--- src/core/stu_consts.vh ---
// Constants for the standard timer unit
`ifndef STU_CONSTS_VH
`define STU_CONSTS_VH
// Register offsets
`define STU_ADR_CTL0 3'h0
`define STU_ADR_CTL1 3'h1
`define STU_ADR_CNTL 3'h2
`define STU_ADR_CNTH 3'h3
`define STU_ADR_CMPL 3'h4
`define STU_ADR_CMPH 3'h5
`define STU_ADR_ISTS 3'h6
`define STU_ADR_IEN 3'h7
// Control field positions
`define STU_C0_PAUSE 7
`define STU_C0_CKS_HI 6
`define STU_C0_CKS_LO 4
`define STU_C0_ON 3
`define STU_C0_CP_HI 2
`define STU_C0_CP_LO 0
`define STU_C1_MD_HI 7
`define STU_C1_MD_LO 6
`define STU_C1_FN_HI 5
`define STU_C1_FN_LO 4
`define STU_C1_OC 3
`define STU_C1_POL 2
`define STU_C1_DPX 1
`define STU_C1_CCLR 0
// Operating modes
`define STU_MD_CMP 2'h0
`define STU_MD_CAP 2'h1
`define STU_MD_PWM 2'h2
`define STU_MD_TMR 2'h3
// Clock selects
`define STU_CK_SYS4 3'h0
`define STU_CK_SYS 3'h1
`define STU_CK_H16 3'h2
`define STU_CK_H64 3'h3
`define STU_CK_SUB0 3'h4
`define STU_CK_SUB1 3'h5
`define STU_CK_EXTR 3'h6
`define STU_CK_EXTF 3'h7
// Prescaler terminal counts
`define STU_DIV4_TC 6'h03
`define STU_DIV16_TC 6'h0f
`define STU_DIV64_TC 6'h3f
// Reset values, count increment and zero P select
`define STU_BYTE_RST 8'h00
`define STU_CNT_RST 10'h000
`define STU_CNT_ONE 10'h001
`define STU_CP_ZERO 3'h0
`define STU_IRQ_RST 2'h0
// Interrupt bits
`define STU_IRQ_A 0
`define STU_IRQ_P 1
`endif

--- src/core/stu_timer.v ---
// Standard timer unit: counter, comparators, pin logic and register port
// ============================================================
// Notes on behaviour
// - Free-running up-counter, equality means match
// - Match raises interrupt, may clear counter, pin
// - Separate interrupts for comparator A and P
// - Three-bit select picks counter clock source
// - External pin counts on chosen edge
// - External pin triggers single pulse
// - Capture on rising, falling or both edges
// - Compare match sets, clears or toggles pin
// - PWM leaves on the timer output pin
// - Edge PWM, duty or period adjustable
// - Low bytes only via shared 8-bit buffer
// - Low write buffers; high write commits both
// - High read snapshots low byte into buffer
// - Clock select decode table
// - 10-bit counter, P checks top three bits
// - On-bit rise clears counter, fall holds
//
// Strobed register access and the address map are this design's own decisions.
`timescale 1ns/100ps
`include "stu_consts.vh"
`default_nettype none
module stu_timer #(
    parameter CNT_W = 10,
    parameter CP_W = 3
) (
    input wire core_clk_in,
    input wire rst_n_in,
    input wire [2:0] reg_addr_in,
    input wire [7:0] reg_wdata_in,
    input wire reg_wr_in,
    input wire reg_rd_in,
    output reg [7:0] reg_rdata_out,
    input wire high_clk_tick_in,
    input wire sub_clk_tick_in,
    input wire ext_count_clock_pin_in,
    input wire capture_input_pin_in,
    output reg timer_output_pin_out,
    output reg irq_out
);
    // ============================================================
    // Registers
    reg [7:0] ctl0_r;
    reg [7:0] ctl1_r;
    reg [7:0] lowbuf_r;
    reg [CNT_W-1:0] cmpa_r;
    reg [CNT_W-1:0] cnt_r;
    reg [1:0] ists_r;
    reg [1:0] ien_r;
    reg [5:0] pre_sys_r;
    reg [5:0] pre_h_r;
    reg on_d_r;
    reg [2:0] ck_sync_r;
    reg [2:0] cap_sync_r;
    reg ck_lvl_r;
    reg cap_lvl_r;
    reg pulse_run_r;

    wire [2:0] ck_sel = ctl0_r[`STU_C0_CKS_HI:`STU_C0_CKS_LO];
    wire [CP_W-1:0] cp_val = ctl0_r[`STU_C0_CP_HI:`STU_C0_CP_LO];
    wire on_bit = ctl0_r[`STU_C0_ON];
    wire pause_bit = ctl0_r[`STU_C0_PAUSE];
    wire [1:0] mode = ctl1_r[`STU_C1_MD_HI:`STU_C1_MD_LO];
    wire [1:0] fn = ctl1_r[`STU_C1_FN_HI:`STU_C1_FN_LO];
    wire init_lvl = ctl1_r[`STU_C1_OC];
    wire pol = ctl1_r[`STU_C1_POL];
    wire dpx = ctl1_r[`STU_C1_DPX];
    wire cclr = ctl1_r[`STU_C1_CCLR];

    // ============================================================
    // Pin synchronisers; a level change counts once stages 2 and 3 agree
    wire ck_agree = (ck_sync_r[1] == ck_sync_r[2]);
    wire cap_agree = (cap_sync_r[1] == cap_sync_r[2]);
    wire ck_rise = ck_agree && ck_sync_r[2] && !ck_lvl_r;
    wire ck_fall = ck_agree && !ck_sync_r[2] && ck_lvl_r;
    wire cap_rise = cap_agree && cap_sync_r[2] && !cap_lvl_r;
    wire cap_fall = cap_agree && !cap_sync_r[2] && cap_lvl_r;

    always @(posedge core_clk_in or negedge rst_n_in)
    begin
        if (!rst_n_in)
        begin
            ck_sync_r <= 3'h0;
            cap_sync_r <= 3'h0;
            ck_lvl_r <= 1'b0;
            cap_lvl_r <= 1'b0;
        end
        else
        begin
            ck_sync_r <= {ck_sync_r[1:0], ext_count_clock_pin_in};
            cap_sync_r <= {cap_sync_r[1:0], capture_input_pin_in};
            if (ck_agree)
                ck_lvl_r <= ck_sync_r[2];
            if (cap_agree)
                cap_lvl_r <= cap_sync_r[2];
        end
    end

    // ============================================================
    // Clock source select
    wire sys4_tick = ({4'h0, pre_sys_r[1:0]} == `STU_DIV4_TC);
    reg cnt_tick;
    always @*
    begin
        case (ck_sel)
            `STU_CK_SYS4: cnt_tick = sys4_tick;
            `STU_CK_SYS: cnt_tick = 1'b1;
            `STU_CK_H16: cnt_tick = high_clk_tick_in && ({2'h0, pre_h_r[3:0]} == `STU_DIV16_TC);
            `STU_CK_H64: cnt_tick = high_clk_tick_in && (pre_h_r == `STU_DIV64_TC);
            `STU_CK_SUB0: cnt_tick = sub_clk_tick_in;
            `STU_CK_SUB1: cnt_tick = sub_clk_tick_in;
            `STU_CK_EXTR: cnt_tick = ck_rise;
            `STU_CK_EXTF: cnt_tick = ck_fall;
            default: cnt_tick = 1'b0;
        endcase
    end

    // ============================================================
    // Comparators and counter
    // Single pulse waits for a trigger; other modes run whenever on and not paused
    wire sp_mode = (mode == `STU_MD_PWM) && (fn == 2'h3);
    wire trig = (ck_sel == `STU_CK_EXTF) ? ck_fall : ck_rise;
    wire run = on_bit && !pause_bit && (!sp_mode || pulse_run_r);
    wire match_a = run && cnt_tick && (cnt_r == cmpa_r);
    wire p_hit = (cp_val == `STU_CP_ZERO) ? (cnt_r == {CNT_W{1'b1}})
                                          : (cnt_r[CNT_W-1:CNT_W-CP_W] == cp_val
                                             && cnt_r[CNT_W-CP_W-1:0] == {(CNT_W-CP_W){1'b0}});
    wire match_p = run && cnt_tick && p_hit;
    wire on_rise = on_bit && !on_d_r;
    // PWM: dpx=0 period from P, duty from A; dpx=1 swapped roles
    wire pwm_mode = (mode == `STU_MD_PWM);
    wire clr_evt = (pwm_mode && !sp_mode) ? (dpx ? match_a : match_p)
                                          : (cclr ? match_a : match_p);

    always @(posedge core_clk_in or negedge rst_n_in)
    begin
        if (!rst_n_in)
        begin
            cnt_r <= `STU_CNT_RST;
            pre_sys_r <= 6'h00;
            pre_h_r <= 6'h00;
            on_d_r <= 1'b0;
            pulse_run_r <= 1'b0;
        end
        else
        begin
            pre_sys_r <= pre_sys_r + 6'h01;
            if (high_clk_tick_in)
                pre_h_r <= pre_h_r + 6'h01;
            on_d_r <= on_bit;
            if (on_rise)
                cnt_r <= `STU_CNT_RST;
            else if (clr_evt)
                cnt_r <= `STU_CNT_RST;
            else if (run && cnt_tick)
                cnt_r <= cnt_r + `STU_CNT_ONE;
            if (!on_bit || on_rise || !sp_mode)
                pulse_run_r <= 1'b0;
            else if (trig)
                pulse_run_r <= 1'b1;
            else if (match_a)
                pulse_run_r <= 1'b0;
        end
    end

    // ============================================================
    // Output pin
    always @(posedge core_clk_in or negedge rst_n_in)
    begin
        if (!rst_n_in)
            timer_output_pin_out <= 1'b0;
        else if (on_rise || !on_bit && mode != `STU_MD_CMP)
            timer_output_pin_out <= (pwm_mode ? !pol : init_lvl);
        else if (mode == `STU_MD_CMP && match_a)
        begin
            case (fn)
                2'h1: timer_output_pin_out <= 1'b0;
                2'h2: timer_output_pin_out <= 1'b1;
                2'h3: timer_output_pin_out <= !timer_output_pin_out;
                default: timer_output_pin_out <= timer_output_pin_out;
            endcase
        end
        else if (pwm_mode)
        begin
            case (fn)
                2'h0: timer_output_pin_out <= !pol;
                2'h1: timer_output_pin_out <= pol;
                2'h2: timer_output_pin_out <= (dpx ? !p_hit && cnt_r[CNT_W-1:CNT_W-CP_W] < cp_val
                                                   : cnt_r < cmpa_r) ? pol : !pol;
                default: timer_output_pin_out <= pulse_run_r ? pol : !pol;
            endcase
        end
    end

    // ============================================================
    // Capture: the counter value lands in compare A
    wire cap_evt = on_bit && mode == `STU_MD_CAP &&
                   ((fn == 2'h0 && cap_rise) || (fn == 2'h1 && cap_fall) ||
                    (fn == 2'h2 && (cap_rise || cap_fall)));

    // ============================================================
    // Register port; low bytes pass through one shared buffer
    wire [7:0] cnt_hi = {{(16-CNT_W){1'b0}}, cnt_r[CNT_W-1:8]};
    wire [7:0] cmp_hi = {{(16-CNT_W){1'b0}}, cmpa_r[CNT_W-1:8]};
    // Capture mode reuses compare A as the capture store, so only captures flag there
    wire [1:0] ev = {match_p, (match_a && mode != `STU_MD_CAP) || cap_evt};
    wire wr_clr = reg_wr_in && reg_addr_in == `STU_ADR_ISTS;

    always @(posedge core_clk_in or negedge rst_n_in)
    begin
        if (!rst_n_in)
        begin
            ctl0_r <= `STU_BYTE_RST;
            ctl1_r <= `STU_BYTE_RST;
            lowbuf_r <= `STU_BYTE_RST;
            cmpa_r <= `STU_CNT_RST;
            ists_r <= `STU_IRQ_RST;
            ien_r <= `STU_IRQ_RST;
            reg_rdata_out <= `STU_BYTE_RST;
            irq_out <= 1'b0;
        end
        else
        begin
            // Set beats clear in the same cycle
            ists_r <= (ists_r & ~(wr_clr ? reg_wdata_in[1:0] : 2'h0)) | ev;
            irq_out <= |(ists_r & ien_r);
            if (cap_evt)
                cmpa_r <= cnt_r;
            if (reg_wr_in)
            begin
                case (reg_addr_in)
                    `STU_ADR_CTL0: ctl0_r <= reg_wdata_in;
                    `STU_ADR_CTL1: ctl1_r <= reg_wdata_in;
                    `STU_ADR_CMPL: lowbuf_r <= reg_wdata_in;
                    `STU_ADR_CMPH: if (!cap_evt)
                        cmpa_r <= {reg_wdata_in[CNT_W-9:0], lowbuf_r};
                    `STU_ADR_IEN: ien_r <= reg_wdata_in[1:0];
                    default: ;
                endcase
            end
            reg_rdata_out <= `STU_BYTE_RST;
            if (reg_rd_in)
            begin
                case (reg_addr_in)
                    `STU_ADR_CTL0: reg_rdata_out <= ctl0_r;
                    `STU_ADR_CTL1: reg_rdata_out <= ctl1_r;
                    `STU_ADR_CNTL: reg_rdata_out <= lowbuf_r;
                    `STU_ADR_CMPL: reg_rdata_out <= lowbuf_r;
                    `STU_ADR_CNTH:
                    begin
                        reg_rdata_out <= cnt_hi;
                        lowbuf_r <= cnt_r[7:0];
                    end
                    `STU_ADR_CMPH:
                    begin
                        reg_rdata_out <= cmp_hi;
                        lowbuf_r <= cmpa_r[7:0];
                    end
                    `STU_ADR_ISTS: reg_rdata_out <= {6'h00, ists_r};
                    `STU_ADR_IEN: reg_rdata_out <= {6'h00, ien_r};
                    default: reg_rdata_out <= `STU_BYTE_RST;
                endcase
            end
        end
    end
endmodule
`default_nettype wire

--- config.mk ---
export PLATFORM = sky130hd
export DESIGN_NAME = stu_timer
export DESIGN_NICKNAME = d
export VERILOG_FILES = /design/src/core/stu_timer.v
export VERILOG_INCLUDE_DIRS = /design/src /design/src/core
export SDC_FILE = /design/constraint.sdc
export NUM_CORES = 1
export LEC_CHECK = 0
export BUFFER_PORTS_ARGS = -buffer_cell sky130_fd_sc_hd__buf_2
export CAP_MARGIN = 5
export CORE_MARGIN = 8
export CORE_UTILIZATION = 35
export DETAILED_ROUTE_END_ITERATION = 6
export PLACE_DENSITY = 0.47
export SLEW_MARGIN = 5
export SYNTH_ARGS = -nofsm -noshare
export SYNTH_HDL_FRONTEND = slang
export SYNTH_SLANG_ARGS = --single-unit
--- constraint.sdc ---
create_clock -name core_clk_in -period 2.24 [get_ports core_clk_in]
set_input_delay 0.224 -clock core_clk_in [delete_from_list [all_inputs] [get_ports core_clk_in]]
set_output_delay 0.224 -clock core_clk_in [all_outputs]
set_load 0.05 [all_outputs]
# [Yosys cells after proc, flatten, opt, wreduce, memory -nomap -nowiden]
# Index checks and enable logic that the tools add are counted.
[word_totals] register_bits=80 memories=0 elab_cells=153 romBits=0 latch_bits=0 input_bits=19 mem_bits_rw=0 out_inout_bits=10
[op_classes] div_mod_pow=0 n_eq_ne=29 addsub=3 shift=0 n_reduce_logical=65 order_cmp=2 n_mux=32 n_mul=0 bitwise_logic=4
[ops] operator="$mux W10" count=7
[ops] operator="$pmux W8 S7" count=1
[ops] operator="$mux W8" count=4
[ops] operator="$logic_and A1 B1 Y1" count=29
[ops] operator="$eq A3 B3 Y1 const B" count=8
[ops] operator="$pmux W8 S2" count=1
[ops] operator="$mux W1" count=15
[ops] operator="$add A6 B1 Y6 const B" count=2
[ops] operator="$eq A3 B2 Y1 const B" count=4
[ops] operator="$logic_not A1 Y1" count=11
[ops] operator="$add A10 B1 Y10 const B" count=1
[ops] operator="$eq A10 B10 Y1" count=1
[ops] operator="$eq A10 B10 Y1 const B" count=1
[ops] operator="$lt A10 B10 Y1" count=1
[ops] operator="$logic_not A3 Y1" count=3
[ops] operator="$reduce_bool A3 Y1" count=3
[ops] operator="$eq A2 B2 Y1 const B" count=4
[ops] operator="$logic_or A1 B1 Y1" count=8
[ops] operator="$reduce_and A2 Y1" count=4
[ops] operator="$logic_not A7 Y1" count=1
[ops] operator="$pmux W1 S7" count=1
[ops] operator="$eq A3 B1 Y1 const B" count=2
[ops] operator="$eq A6 B6 Y1 const B" count=1
[ops] operator="$pmux W1 S3" count=2
[ops] operator="other kinds (14)" count=20

# [Longest topological paths before layout]
# Gate-level depths: netlist of run 1.
[depth] word_depth=11 mapped_depth=9 mapped_depth_nobuf=9

# [Worst setup path before layout of run 1]
# Ideal clock, no wire load.
[synth_timing] kind="flip-flop to flip-flop" from="register cnt_r[9]" to="register timer_output_pin_out" arrival_time_ns=1.909 stages_incl_launch_ff=8 t_required_ns=2.105 n_path_buf=0 period_less_slack_ns=2.044 path_slack_ns=0.196 path_cell_list="dfrtp_1 -> ha_1 -> and4_1 -> a2111oi_0 -> o211ai_1 -> a2111oi_0 -> nand3b_1 -> a31oi_1"
[synth_via] elab_chain_cells=11
[synth_lines] element="from (decl)" line_no="stu_timer.v:49" text="reg [CNT_W-1:0] cnt_r;"
[synth_lines] element="from (signal assigned)" line_no="stu_timer.v:141" text="cnt_r <= `STU_CNT_RST;"
[synth_lines] element="from (signal assigned)" line_no="stu_timer.v:154" text="cnt_r <= `STU_CNT_RST;"
[synth_lines] element="from (signal assigned)" line_no="stu_timer.v:156" text="cnt_r <= `STU_CNT_RST;"
[synth_lines] element="parallel branches: the longest is 11 deep, another holds $lt A10 B10 Y1"
[synth_lines] element="to (signal assigned)" line_no="stu_timer.v:175" text="timer_output_pin_out <= (pwm_mode ? !pol : init_lvl);"
[synth_lines] element="to (signal assigned)" line_no="stu_timer.v:188" text="2'h0: timer_output_pin_out <= !pol;"
[synth_lines] element="to (signal assigned)" line_no="stu_timer.v:189" text="2'h1: timer_output_pin_out <= pol;"
[synth_lines] element="to (decl)" line_no="stu_timer.v:40" text="output reg timer_output_pin_out,"
# Several ways; the timed one is not identified. The select of a mux whose other input is x is not followed.
# A chain may end at the register's enable or synchronous reset.

# [Worst setup path in the final report of run 1]
[layout_timing] from="register cnt_r[9]" to="register cnt_r[2]"
[layout_via] elab_chain_cells=8
[layout_lines] element="$eq A3 B3 Y1" line_no="stu_timer.v:128" text=": (cnt_r[CNT_W-1:CNT_W-CP_W] == cp_val"
[layout_lines] element="$logic_and A1 B1 Y1" line_no="stu_timer.v:129" text="&& cnt_r[CNT_W-CP_W-1:0] == {(CNT_W-CP_W){1'b0}});"
[layout_lines] element="$mux W1" line_no="stu_timer.v:127" text="wire p_hit = (cp_val == `STU_CP_ZERO) ? (cnt_r == {CNT_W{1'b1}})"
[layout_lines] element="$logic_and A1 B1 Y1" line_no="stu_timer.v:130" text="wire match_p = run && cnt_tick && p_hit;"
[layout_lines] element="$mux W1, on equally long branches" line_no="stu_timer.v:135, stu_timer.v:134"
[layout_lines] element="$mux W1 (*)" line_no="stu_timer.v:134" text="wire clr_evt = (pwm_mode && !sp_mode) ? (dpx ? match_a : match_p)"
[layout_lines] element="$mux W10" line_no="stu_timer.v:155" text="else if (clr_evt)"
[layout_lines] element="$mux W10" line_no="stu_timer.v:153" text="if (on_rise)"
# Every way passes the cells marked *; elsewhere a longest branch is shown, timed or not.

==> flow_summary.json, run 1 <==
{
  "track_usage_pct": 14.9,
  "grt_max_degree": 41,
  "ys.flop_type": "dfrtp_1",
  "fin_crit_sh_pct": 98.7,
  "dieArea_um2": 15800,
  "ys_seq_area_share_pct": 45.1,
  "dpl_cell_area_um2": 4750,
  "grt_antenna_before_repair": 0,
  "whs_ns": 0.150,
  "io_buffers": 28,
  "worstSetupStartpointType": "flop",
  "worst_pin_slew_ns": 0.509,
  "synth.net_count": 477,
  "min_from": "high_clk_tick_in",
  "clock-sinks": 76,
  "path_cells": "buf_4, ha_4, nand2_1, nor4_2, a31oi_1, buf_4, mux2_2, o21ai_2, buf_12, nor2_1",
  "core_um2": 11900,
  "yosysUniqueCellTypes": 51,
  "crit_buf_inv": 3,
  "cp_common_cell": "buf_4",
  "setup_viol": 0,
  "netlist_instances": 437,
  "syn2layout_area_growth_pct": 24.3,
  "synth_edf_count": 0,
  "path_max_fanout": 10,
  "final_nets": 537,
  "grt_pass1_vias": 3553,
  "worst_ep_required_time_ns": 2.46,
  "path_class": "flop to flop",
  "ys_async_sr_fraction_pct": 100,
  "grt_pass1_wl_um": 18700,
  "maxSlewViolCount": 0,
  "pre_cts_ws_ns": -0.103,
  "endpoint_kind": "flop",
  "cts_tree": "built",
  "drc_errors": 0,
  "gp_congestion": 0.839,
  "drive_above_1_share_pct": 25.5,
  "clk_pin_slew_ns": 0.06,
  "hold_violations": 0,
  "numCtsBuffers": 9,
  "cpPeakStageDelay_ns": 0.40,
  "fin_area_um2": 5240,
  "drtAntennaViolNets": 0,
  "num_vias": 3416,
  "rr_startpoint": "cnt_r[9]",
  "synth.cell_area_um2": 4220,
  "arrival_ns": 2.43,
  "clock-root-buffer": "clkbuf_16",
  "timing.fmax_mhz": 452,
  "die_y_um": 126,
  "first_pass_iters": 4,
  "first_iter_violations": 215,
  "cp-startpoint": "cnt_r[9]",
  "finalCriticalPeriod_ns": 2.21,
  "cts_max_level": 3,
  "dp_cells": 626,
  "instances_no_fill": 648,
  "final_util_pct": 44.0,
  "grt-ovfl-total": 0,
  "hold_path.class": "primary input to flop",
  "finClkSkew_ns": 0.00799,
  "core.rowCount": 40,
  "drt_wl_total_um": 11400,
  "place_hpwl_um": 8310,
  "p_per_area_nw_per_um2": 950,
  "clockBufferDepth": 2,
  "yosysWarnings": 0,
  "initial_core_util_pct": 35.4,
  "die_w_um": 126,
  "final_cell_mix": "dfrtp_1 (75), nand2_1 (53), nor2_1 (39)",
  "ys_ff_latch": 76,
  "worstSkewPairLatency_ns": 0.33,
  "wl_per_cell_um": 17.5,
  "irDropWorstVdd_mv": 0.384,
  "tns_ns": 0,
  "setup_ws_ns": 0.0286,
  "critPathTopFamily": "buffers and inverters",
  "power.total_mw": 4.98,
  "p_leak_nw": 2.40,
  "final_common_cell": "dfrtp_1",
  "io_pins": 29,
  "slew_headroom_pct": 66.1,
  "drv_cap": 0,
  "num_antenna_cells": 0,
  "slowest_stage": "dfrtp_1",
  "vias_per_cell": 5.27,
  "status": "completed",
  "syn_area_per_cell_um2": 9.65
}
## sequential cells by signal (all words and copies together), names as in the netlist, 2 cells and up
register and flops:
cmpa_r 10, cnt_r 10, ctl0_r 8, ctl1_r 8
lowbuf_r 8, reg_rdata_out 8, pre_h_r 6, cap_sync_r 3
ck_sync_r 3, ien_r 2, ists_r 2, pre_sys_r 2
## worst reg2reg max path, cell delays in order, from the launching register on
cell and delay, ns:
dfrtp_1 0.40, buf_4 0.18, ha_4 0.27, nand2_1 0.06, nor4_2 0.22, a31oi_1 0.17
buf_4 0.17, mux2_2 0.27, o21ai_2 0.17, buf_12 0.15, nor2_1 0.05
## area by class of cell
| cell class | count | area, µm² |
|---|---|---|
| Fill cell | 1193 | 6670 |
| Clock inverter | 4 | 50.0 |
| Clock buffer | 11 | 243 |
| Tap cell | 147 | 184 |
| Inverter | 24 | 90.1 |
| Sequential cell | 76 | 1900 |
| Timing Repair Buffer | 69 | 483 |
| Multi-Input combinational cell | 317 | 2290 |
## kinds of logic (layout without fill, tap and decap cells)
| kind of cell | after synthesis | after routing | share of synthesized area (%) |
|---|---|---|---|
| mux | 44 | 44 | 11.0 |
| xor+xnor | 14 | 14 | 2.91 |
| simple gates | 149 | 149 | 17.2 |
| fa+ha+maj | 21 | 21 | 6.23 |
| buf+inv | 44 | 108 | 3.92 |
| compound gates | 89 | 89 | 13.7 |
| flops | 76 | 76 | 45.1 |
## Yosys cell counts (all sizes together) (2+ instances only)
cell type | number | area (µm²)
nor2b | 5 | 31.3
and3 | 3 | 18.8
a221oi | 2 | 17.5
mux2 | 18 | 203
a31oi | 3 | 18.8
xor2 | 7 | 61.3
a2111oi | 2 | 17.5
ha | 21 | 263
nand4b | 2 | 17.5
nand4 | 8 | 56.3
a22o | 9 | 78.8
xnor2 | 7 | 61.3
o211ai | 3 | 22.5
nand2b | 4 | 25.0
o21a | 3 | 22.5
nor2 | 39 | 146
nor3b | 3 | 22.5
o21ai | 28 | 144
o31ai | 2 | 28.8
dfrtp | 76 | 1900
inv | 24 | 90.1
nand3 | 7 | 35.0
nor3 | 6 | 40.0
a22oi | 2 | 15.0
a21oi | 28 | 144
nor4 | 3 | 18.8
buf | 4 | 15.0
nand2 | 53 | 199
or3 | 5 | 36.3
and2 | 5 | 31.3
clkbuf | 16 | 60.1
mux2i | 26 | 260
## layer usage
metal  global-route usage, %  up-vias  part of all wire [%]
met2                    24.2       52                    48
met4                    6.09        0                   2.4
met3                    3.46       21                   3.2
met1                    18.7     1699                    47
met5                       0        -                     0
li1                        -     1644                     -
## repair_timing
| item | CTS | global route |
|---|---|---|
| setup buffers | 1 | 3 |
| hold buffers | 3 | 0 |
| resized for setup | 4 | 21 |
| endpoints found under the hold margin | 38 | 0 |
| endpoints found under the setup margin | 1 | 12 |
| pin swaps | 2 | 11 |
## report_power, final
group / leakage (nW) / total (mW) / switching, mW / internal (mW)
Sequential: 0.950 / 2.06 / 0.348 / 1.71
Clock: 0.138 / 1.44 / 0.558 / 0.885
Combinational: 1.32 / 1.48 / 0.798 / 0.680
Total: 2.40 / 4.98 / 1.70 / 3.27
## path summary, 6_finish.rpt
path                                       to  slack (ns)  cells after the start
min in group asynchronous           cmpa_r[2]        0.41                      2
worst min register to register  cap_sync_r[1]        0.35                      0
worst max register to register       cnt_r[2]        0.03                     10
max in group asynchronous            cnt_r[7]        1.24                      3
worst max-delay path                 cnt_r[2]        0.03                     10
worst min-delay path               pre_h_r[0]        0.15                      2
(Power assumes the default switching activity.)
==> run 2, diff against run 1 <==
- CTS_BUF_LIST: unset -> sky130_fd_sc_hd__clkbuf_4 sky130_fd_sc_hd__clkbuf_8
- REMOVE_ABC_BUFFERS: unset -> 1
- SKIP_CTS_REPAIR_TIMING: unset -> 1
==> flow_summary.json, run 2 (synthesis results as in run 1) <==
{
  "drt_wl_total_um": 11600,
  "path_max_fanout": 3,
  "pre_cts_ws_ns": 0.0189,
  "crit_buf_inv": 1,
  "grt_pass1_vias": 3412,
  "first_iter_violations": 263,
  "die_y_um": 126,
  "grt_pass1_wl_um": 18900,
  "power.total_mw": 4.77,
  "status": "completed",
  "worstSkewPairLatency_ns": 0.37,
  "place_hpwl_um": 8510,
  "p_leak_nw": 2.40,
  "final_common_cell": "dfrtp_1",
  "arrival_ns": 2.44,
  "hold_violations": 0,
  "initial_core_util_pct": 35.4,
  "io_pins": 29,
  "clock-root-buffer": "clkbuf_8",
  "io_buffers": 28,
  "slowest_stage": "dfrtp_1",
  "tns_ns": 0,
  "core_um2": 11900,
  "setup_viol": 0,
  "num_antenna_cells": 0,
  "maxSlewViolCount": 0,
  "setup_ws_ns": 0.0523,
  "drv_cap": 0,
  "syn2layout_area_growth_pct": 21.6,
  "core.rowCount": 40,
  "hold_path.class": "primary input to flop",
  "final_cell_mix": "dfrtp_1 (76), nand2_1 (53), nor2_1 (39)",
  "drc_errors": 0,
  "first_pass_iters": 4,
  "clockBufferDepth": 2,
  "irDropWorstVdd_mv": 0.334,
  "wl_per_cell_um": 17.9,
  "slew_headroom_pct": 56.9,
  "p_per_area_nw_per_um2": 930,
  "cp-startpoint": "cnt_r[9]",
  "fin_crit_sh_pct": 97.7,
  "rr_startpoint": "cnt_r[9]",
  "min_from": "high_clk_tick_in",
  "cts_tree": "built",
  "timing.fmax_mhz": 457,
  "cpPeakStageDelay_ns": 0.39,
  "track_usage_pct": 15.3,
  "drive_above_1_share_pct": 24.1,
  "reg_top3": "cmpa_r: 10 flops, cnt_r: 10 flops",
  "grt_antenna_before_repair": 0,
  "clk_pin_slew_ns": 0.08,
  "vias_per_cell": 5.21,
  "worst_pin_slew_ns": 0.647,
  "gp_congestion": 0.858,
  "finClkSkew_ns": 0.00765,
  "endpoint_kind": "flop",
  "num_vias": 3384,
  "path_class": "flop to flop",
  "worst_ep_required_time_ns": 2.49,
  "whs_ns": 0.106,
  "die_w_um": 126,
  "fin_area_um2": 5130,
  "path_cells": "buf_4, ha_4, and4_1, a2111oi_2, o211ai_1, a2111oi_0, nand3b_1, a31oi_1",
  "grt_max_degree": 46,
  "grt-ovfl-total": 0,
  "finalCriticalPeriod_ns": 2.19,
  "cts_max_level": 3,
  "clock-sinks": 76,
  "numCtsBuffers": 9,
  "drtAntennaViolNets": 0,
  "worstSetupStartpointType": "flop",
  "dieArea_um2": 15800,
  "critPathTopFamily": "compound AO/OA/AOI/OAI gates",
  "final_nets": 538,
  "dpl_cell_area_um2": 4780
}
## run 2: cell count changes in the layout (fill, tap and decap cells not counted), sizes merged
| cell | previous run | this run |
|---|---|---|
| buf | 66 | 67 |
| bufinv | 1 | 3 |
| clkinv | 1 | 2 |
| clkinvlp | 2 | 0 |
## run 2: where the power goes
| group | internal [mW] | total (mW) | switching [mW] |
|---|---|---|---|
| logic | 0.651 | 1.43 | 0.775 |
| clock network | 0.762 | 1.29 | 0.533 |
| registers | 1.71 | 2.05 | 0.343 |
| total | 3.12 | 4.77 | 1.65 |
## run 2: metal layers
| metal | routed length, µm | vias to the layer above | GRT usage [%] |
|---|---|---|---|
| met2 | 5200 | 58 | 23.3 |
| met4 | 344 | 0 | 7.08 |
| met5 | 0 | - | 0 |
| met3 | 457 | 25 | 3.63 |
| li1 | - | 1659 | - |
| met1 | 5620 | 1642 | 20.2 |
## run 2: final cells by class
class                      count  area (µm²)
sequential                    76        1900
fill                        1186        6790
clock buffer                  11         139
timing repair buffer          70         490
multi-input combinational    317        2220
inverter                      24        90.1
clock inverter                 5         100
tap                          147         184
## run 2: per-stage QoR
stage,util [%],std cells
after floorplan,-,417
after global placement,40.1,629
after detailed placement,40.1,629
after CTS,42.1,645
after global routing,43.0,650
final,43.0,650
## run 2: final timing paths
kind | end | slack [ns] | cells after the start
max in group asynchronous | pre_h_r[2] | 1.22 | 3
max reg2reg | timer_output_pin_out | 0.05 | 8
min reg2reg | cap_sync_r[1] | 0.35 | 0
min in group asynchronous | cmpa_r[2] | 0.42 | 2
max | timer_output_pin_out | 0.05 | 8
min | pre_h_r[0] | 0.11 | 2
==> run 3, diff against run 2 <==
==> constraint.sdc (replaced) <==
create_clock -name core_clk_in -period 2.24 [get_ports core_clk_in]
set_input_delay 0.112 -clock core_clk_in [delete_from_list [all_inputs] [get_ports core_clk_in]]
set_output_delay 0.112 -clock core_clk_in [all_outputs]
set_load 0.05 [all_outputs]
==> flow_summary.json, run 3 (synthesis results as in run 1) <==
{
  "track_usage_pct": 15.1,
  "finClkSkew_ns": 0.0113,
  "final_cell_mix": "dfrtp_1 (76), nand2_1 (53), nor2_1 (39)",
  "clk_pin_slew_ns": 0.08,
  "regToRegSetupSlack_ns": 0.09,
  "io_buffers": 28,
  "timing.fmax_mhz": 465,
  "reg_top3": "cmpa_r: 10 flops, cnt_r: 10 flops",
  "hold_path_depth": 2,
  "hold_violations": 1,
  "slowest_stage": "dfrtp_1",
  "pwr-share-seq_pct": 45.2,
  "clockBufferDepth": 2,
  "worst_ep_required_time_ns": 2.50,
  "wl_met2_um": 5430,
  "core.rowCount": 40,
  "dpl_cell_area_um2": 4770,
  "final_util_pct": 42.5,
  "hold_path.class": "primary input to flop",
  "worstSetupStartpointType": "flop",
  "drt_wl_total_um": 11500,
  "r2r_end": "timer_output_pin_out",
  "wl_met1_um": 5390,
  "switching_power_mw": 1.65,
  "final_nets": 535,
  "core_um2": 11900,
  "path_class": "flop to flop",
  "fin_crit_sh_pct": 96.0,
  "grt-ovfl-total": 0,
  "worst_pin_slew_ns": 0.465,
  "path_cells": "inv_1, ha_4, and4_1, a2111oi_2, o211ai_1, a2111oi_2, nand3b_1, a31oi_1",
  "die_w_um": 126,
  "cp_common_cell": "a2111oi_2",
  "instances_no_fill": 645,
  "drtAntennaViolNets": 0,
  "dieArea_um2": 15800,
  "maxSlewViolCount": 0,
  "p_sw_share_pct": 36.7,
  "endpoint_kind": "flop",
  "num_antenna_cells": 0,
  "die_y_um": 126,
  "slew_headroom_pct": 68.9,
  "gp_congestion": 0.865,
  "clock-root-buffer": "clkbuf_8",
  "grt_max_degree": 47,
  "vias_per_cell": 5.26,
  "power.internal_mw": 2.85,
  "initial_core_util_pct": 35.4,
  "p_per_area_nw_per_um2": 891,
  "path_max_fanout": 3,
  "io_pins": 29,
  "rr_startpoint": "cmpa_r[9]",
  "cpPeakStageDelay_ns": 0.38,
  "cts_max_level": 3,
  "min_from": "high_clk_tick_in",
  "drv_cap": 0,
  "power.total_mw": 4.51,
  "finalCriticalPeriod_ns": 2.15,
  "violations": "hold timing",
  "place_hpwl_um": 8320,
  "grt_pass1_wl_um": 18300,
  "top_layer": "met4",
  "fin_area_um2": 5060,
  "drive_above_1_share_pct": 23.3,
  "p_clk_share_pct": 22.7,
  "ff2ff_path_depth": 8,
  "rsz0062_at_grt": "yes",
  "setup_viol": 0,
  "first_pass_iters": 4,
  "whs_ns": -0.00560,
  "wl_met3_um": 425,
  "dp_cells": 628,
  "num_vias": 3391,
  "wl_per_cell_um": 17.8,
  "arrival_ns": 2.41,
  "comb_power_share_pct": 32.0,
  "clock-sinks": 76,
  "syn2layout_area_growth_pct": 19.9,
  "fillers": 1189,
  "numCtsBuffers": 9,
  "final_common_cell": "dfrtp_1",
  "grt_antenna_before_repair": 0,
  "status": "finished with violations",
  "grt_pass1_vias": 3413,
  "cts_tree": "built",
  "first_iter_violations": 262,
  "irDropWorstVdd_mv": 0.264,
  "worstSkewPairLatency_ns": 0.38,
  "p_leak_nw": 2.35,
  "hold_end": "pre_h_r[0]",
  "drc_errors": 0
}
run 3: worst max path at each step:
stage,start,endpoint,slack [ns],cells past startpoint
after floorplan,cnt_r[9],timer_output_pin_out,0.20,7
after global placement,cnt_r[9],timer_output_pin_out,0.06,9
after detailed placement,cnt_r[9],timer_output_pin_out,-0.001,9
after CTS,cnt_r[9],timer_output_pin_out,-0.01,9
after global routing,cmpa_r[8],timer_output_pin_out,-0.07,9
final,cmpa_r[9],timer_output_pin_out,0.09,8
run 3: critical path, delay by kind of cell (launching register included):
| family | cells | cell delay [ns] |
|---|---|---|
| compound gates | 4 | 0.96 |
| fa+ha+maj | 1 | 0.23 |
| flops | 1 | 0.38 |
| simple gates | 2 | 0.35 |
| buf+inv | 1 | 0.11 |
run 3: layer usage:
metal | track usage (%) | up-vias
met5 | 0 | -
met4 | 7.43 | 0
met3 | 3.21 | 14
met2 | 23.7 | 56
met1 | 19.3 | 1677
li1 | - | 1644
run 3: final cells by class:
cell class	instances	area, µm²	area share, %
clock buffer	13	173	3.41
clock inverter	1	7.51	0.148
inverter	24	90.1	1.78
multi-input combinational	317	2230	44.2
sequential	76	1900	37.6
tap	147	184	3.64
timing repair buffer	67	468	9.25
run 3: power by group through the flow:
stage / Sequential [mW] / Clock, mW / Combinational [mW]
after floorplan: 2.08 / 0 / 0.792
after global placement: 2.06 / 0 / 1.38
after detailed placement: 2.06 / 0 / 1.38
after CTS: 2.03 / 1.05 / 1.39
after global routing: 2.09 / 1.10 / 1.61
final: 2.04 / 1.02 / 1.44
run 3: stage by stage:
step / setup WS, ns / TNS, ns
6_report: 0.0889 / 0
5_1_grt: -0.0690 / -0.0776
4_1_cts: -0.0104 / -0.0104
3_5_place_dp: -0.000954 / -0.000954
3_3_place_gp: 0.0566 / 0
2_1_floorplan: 0.197 / 0
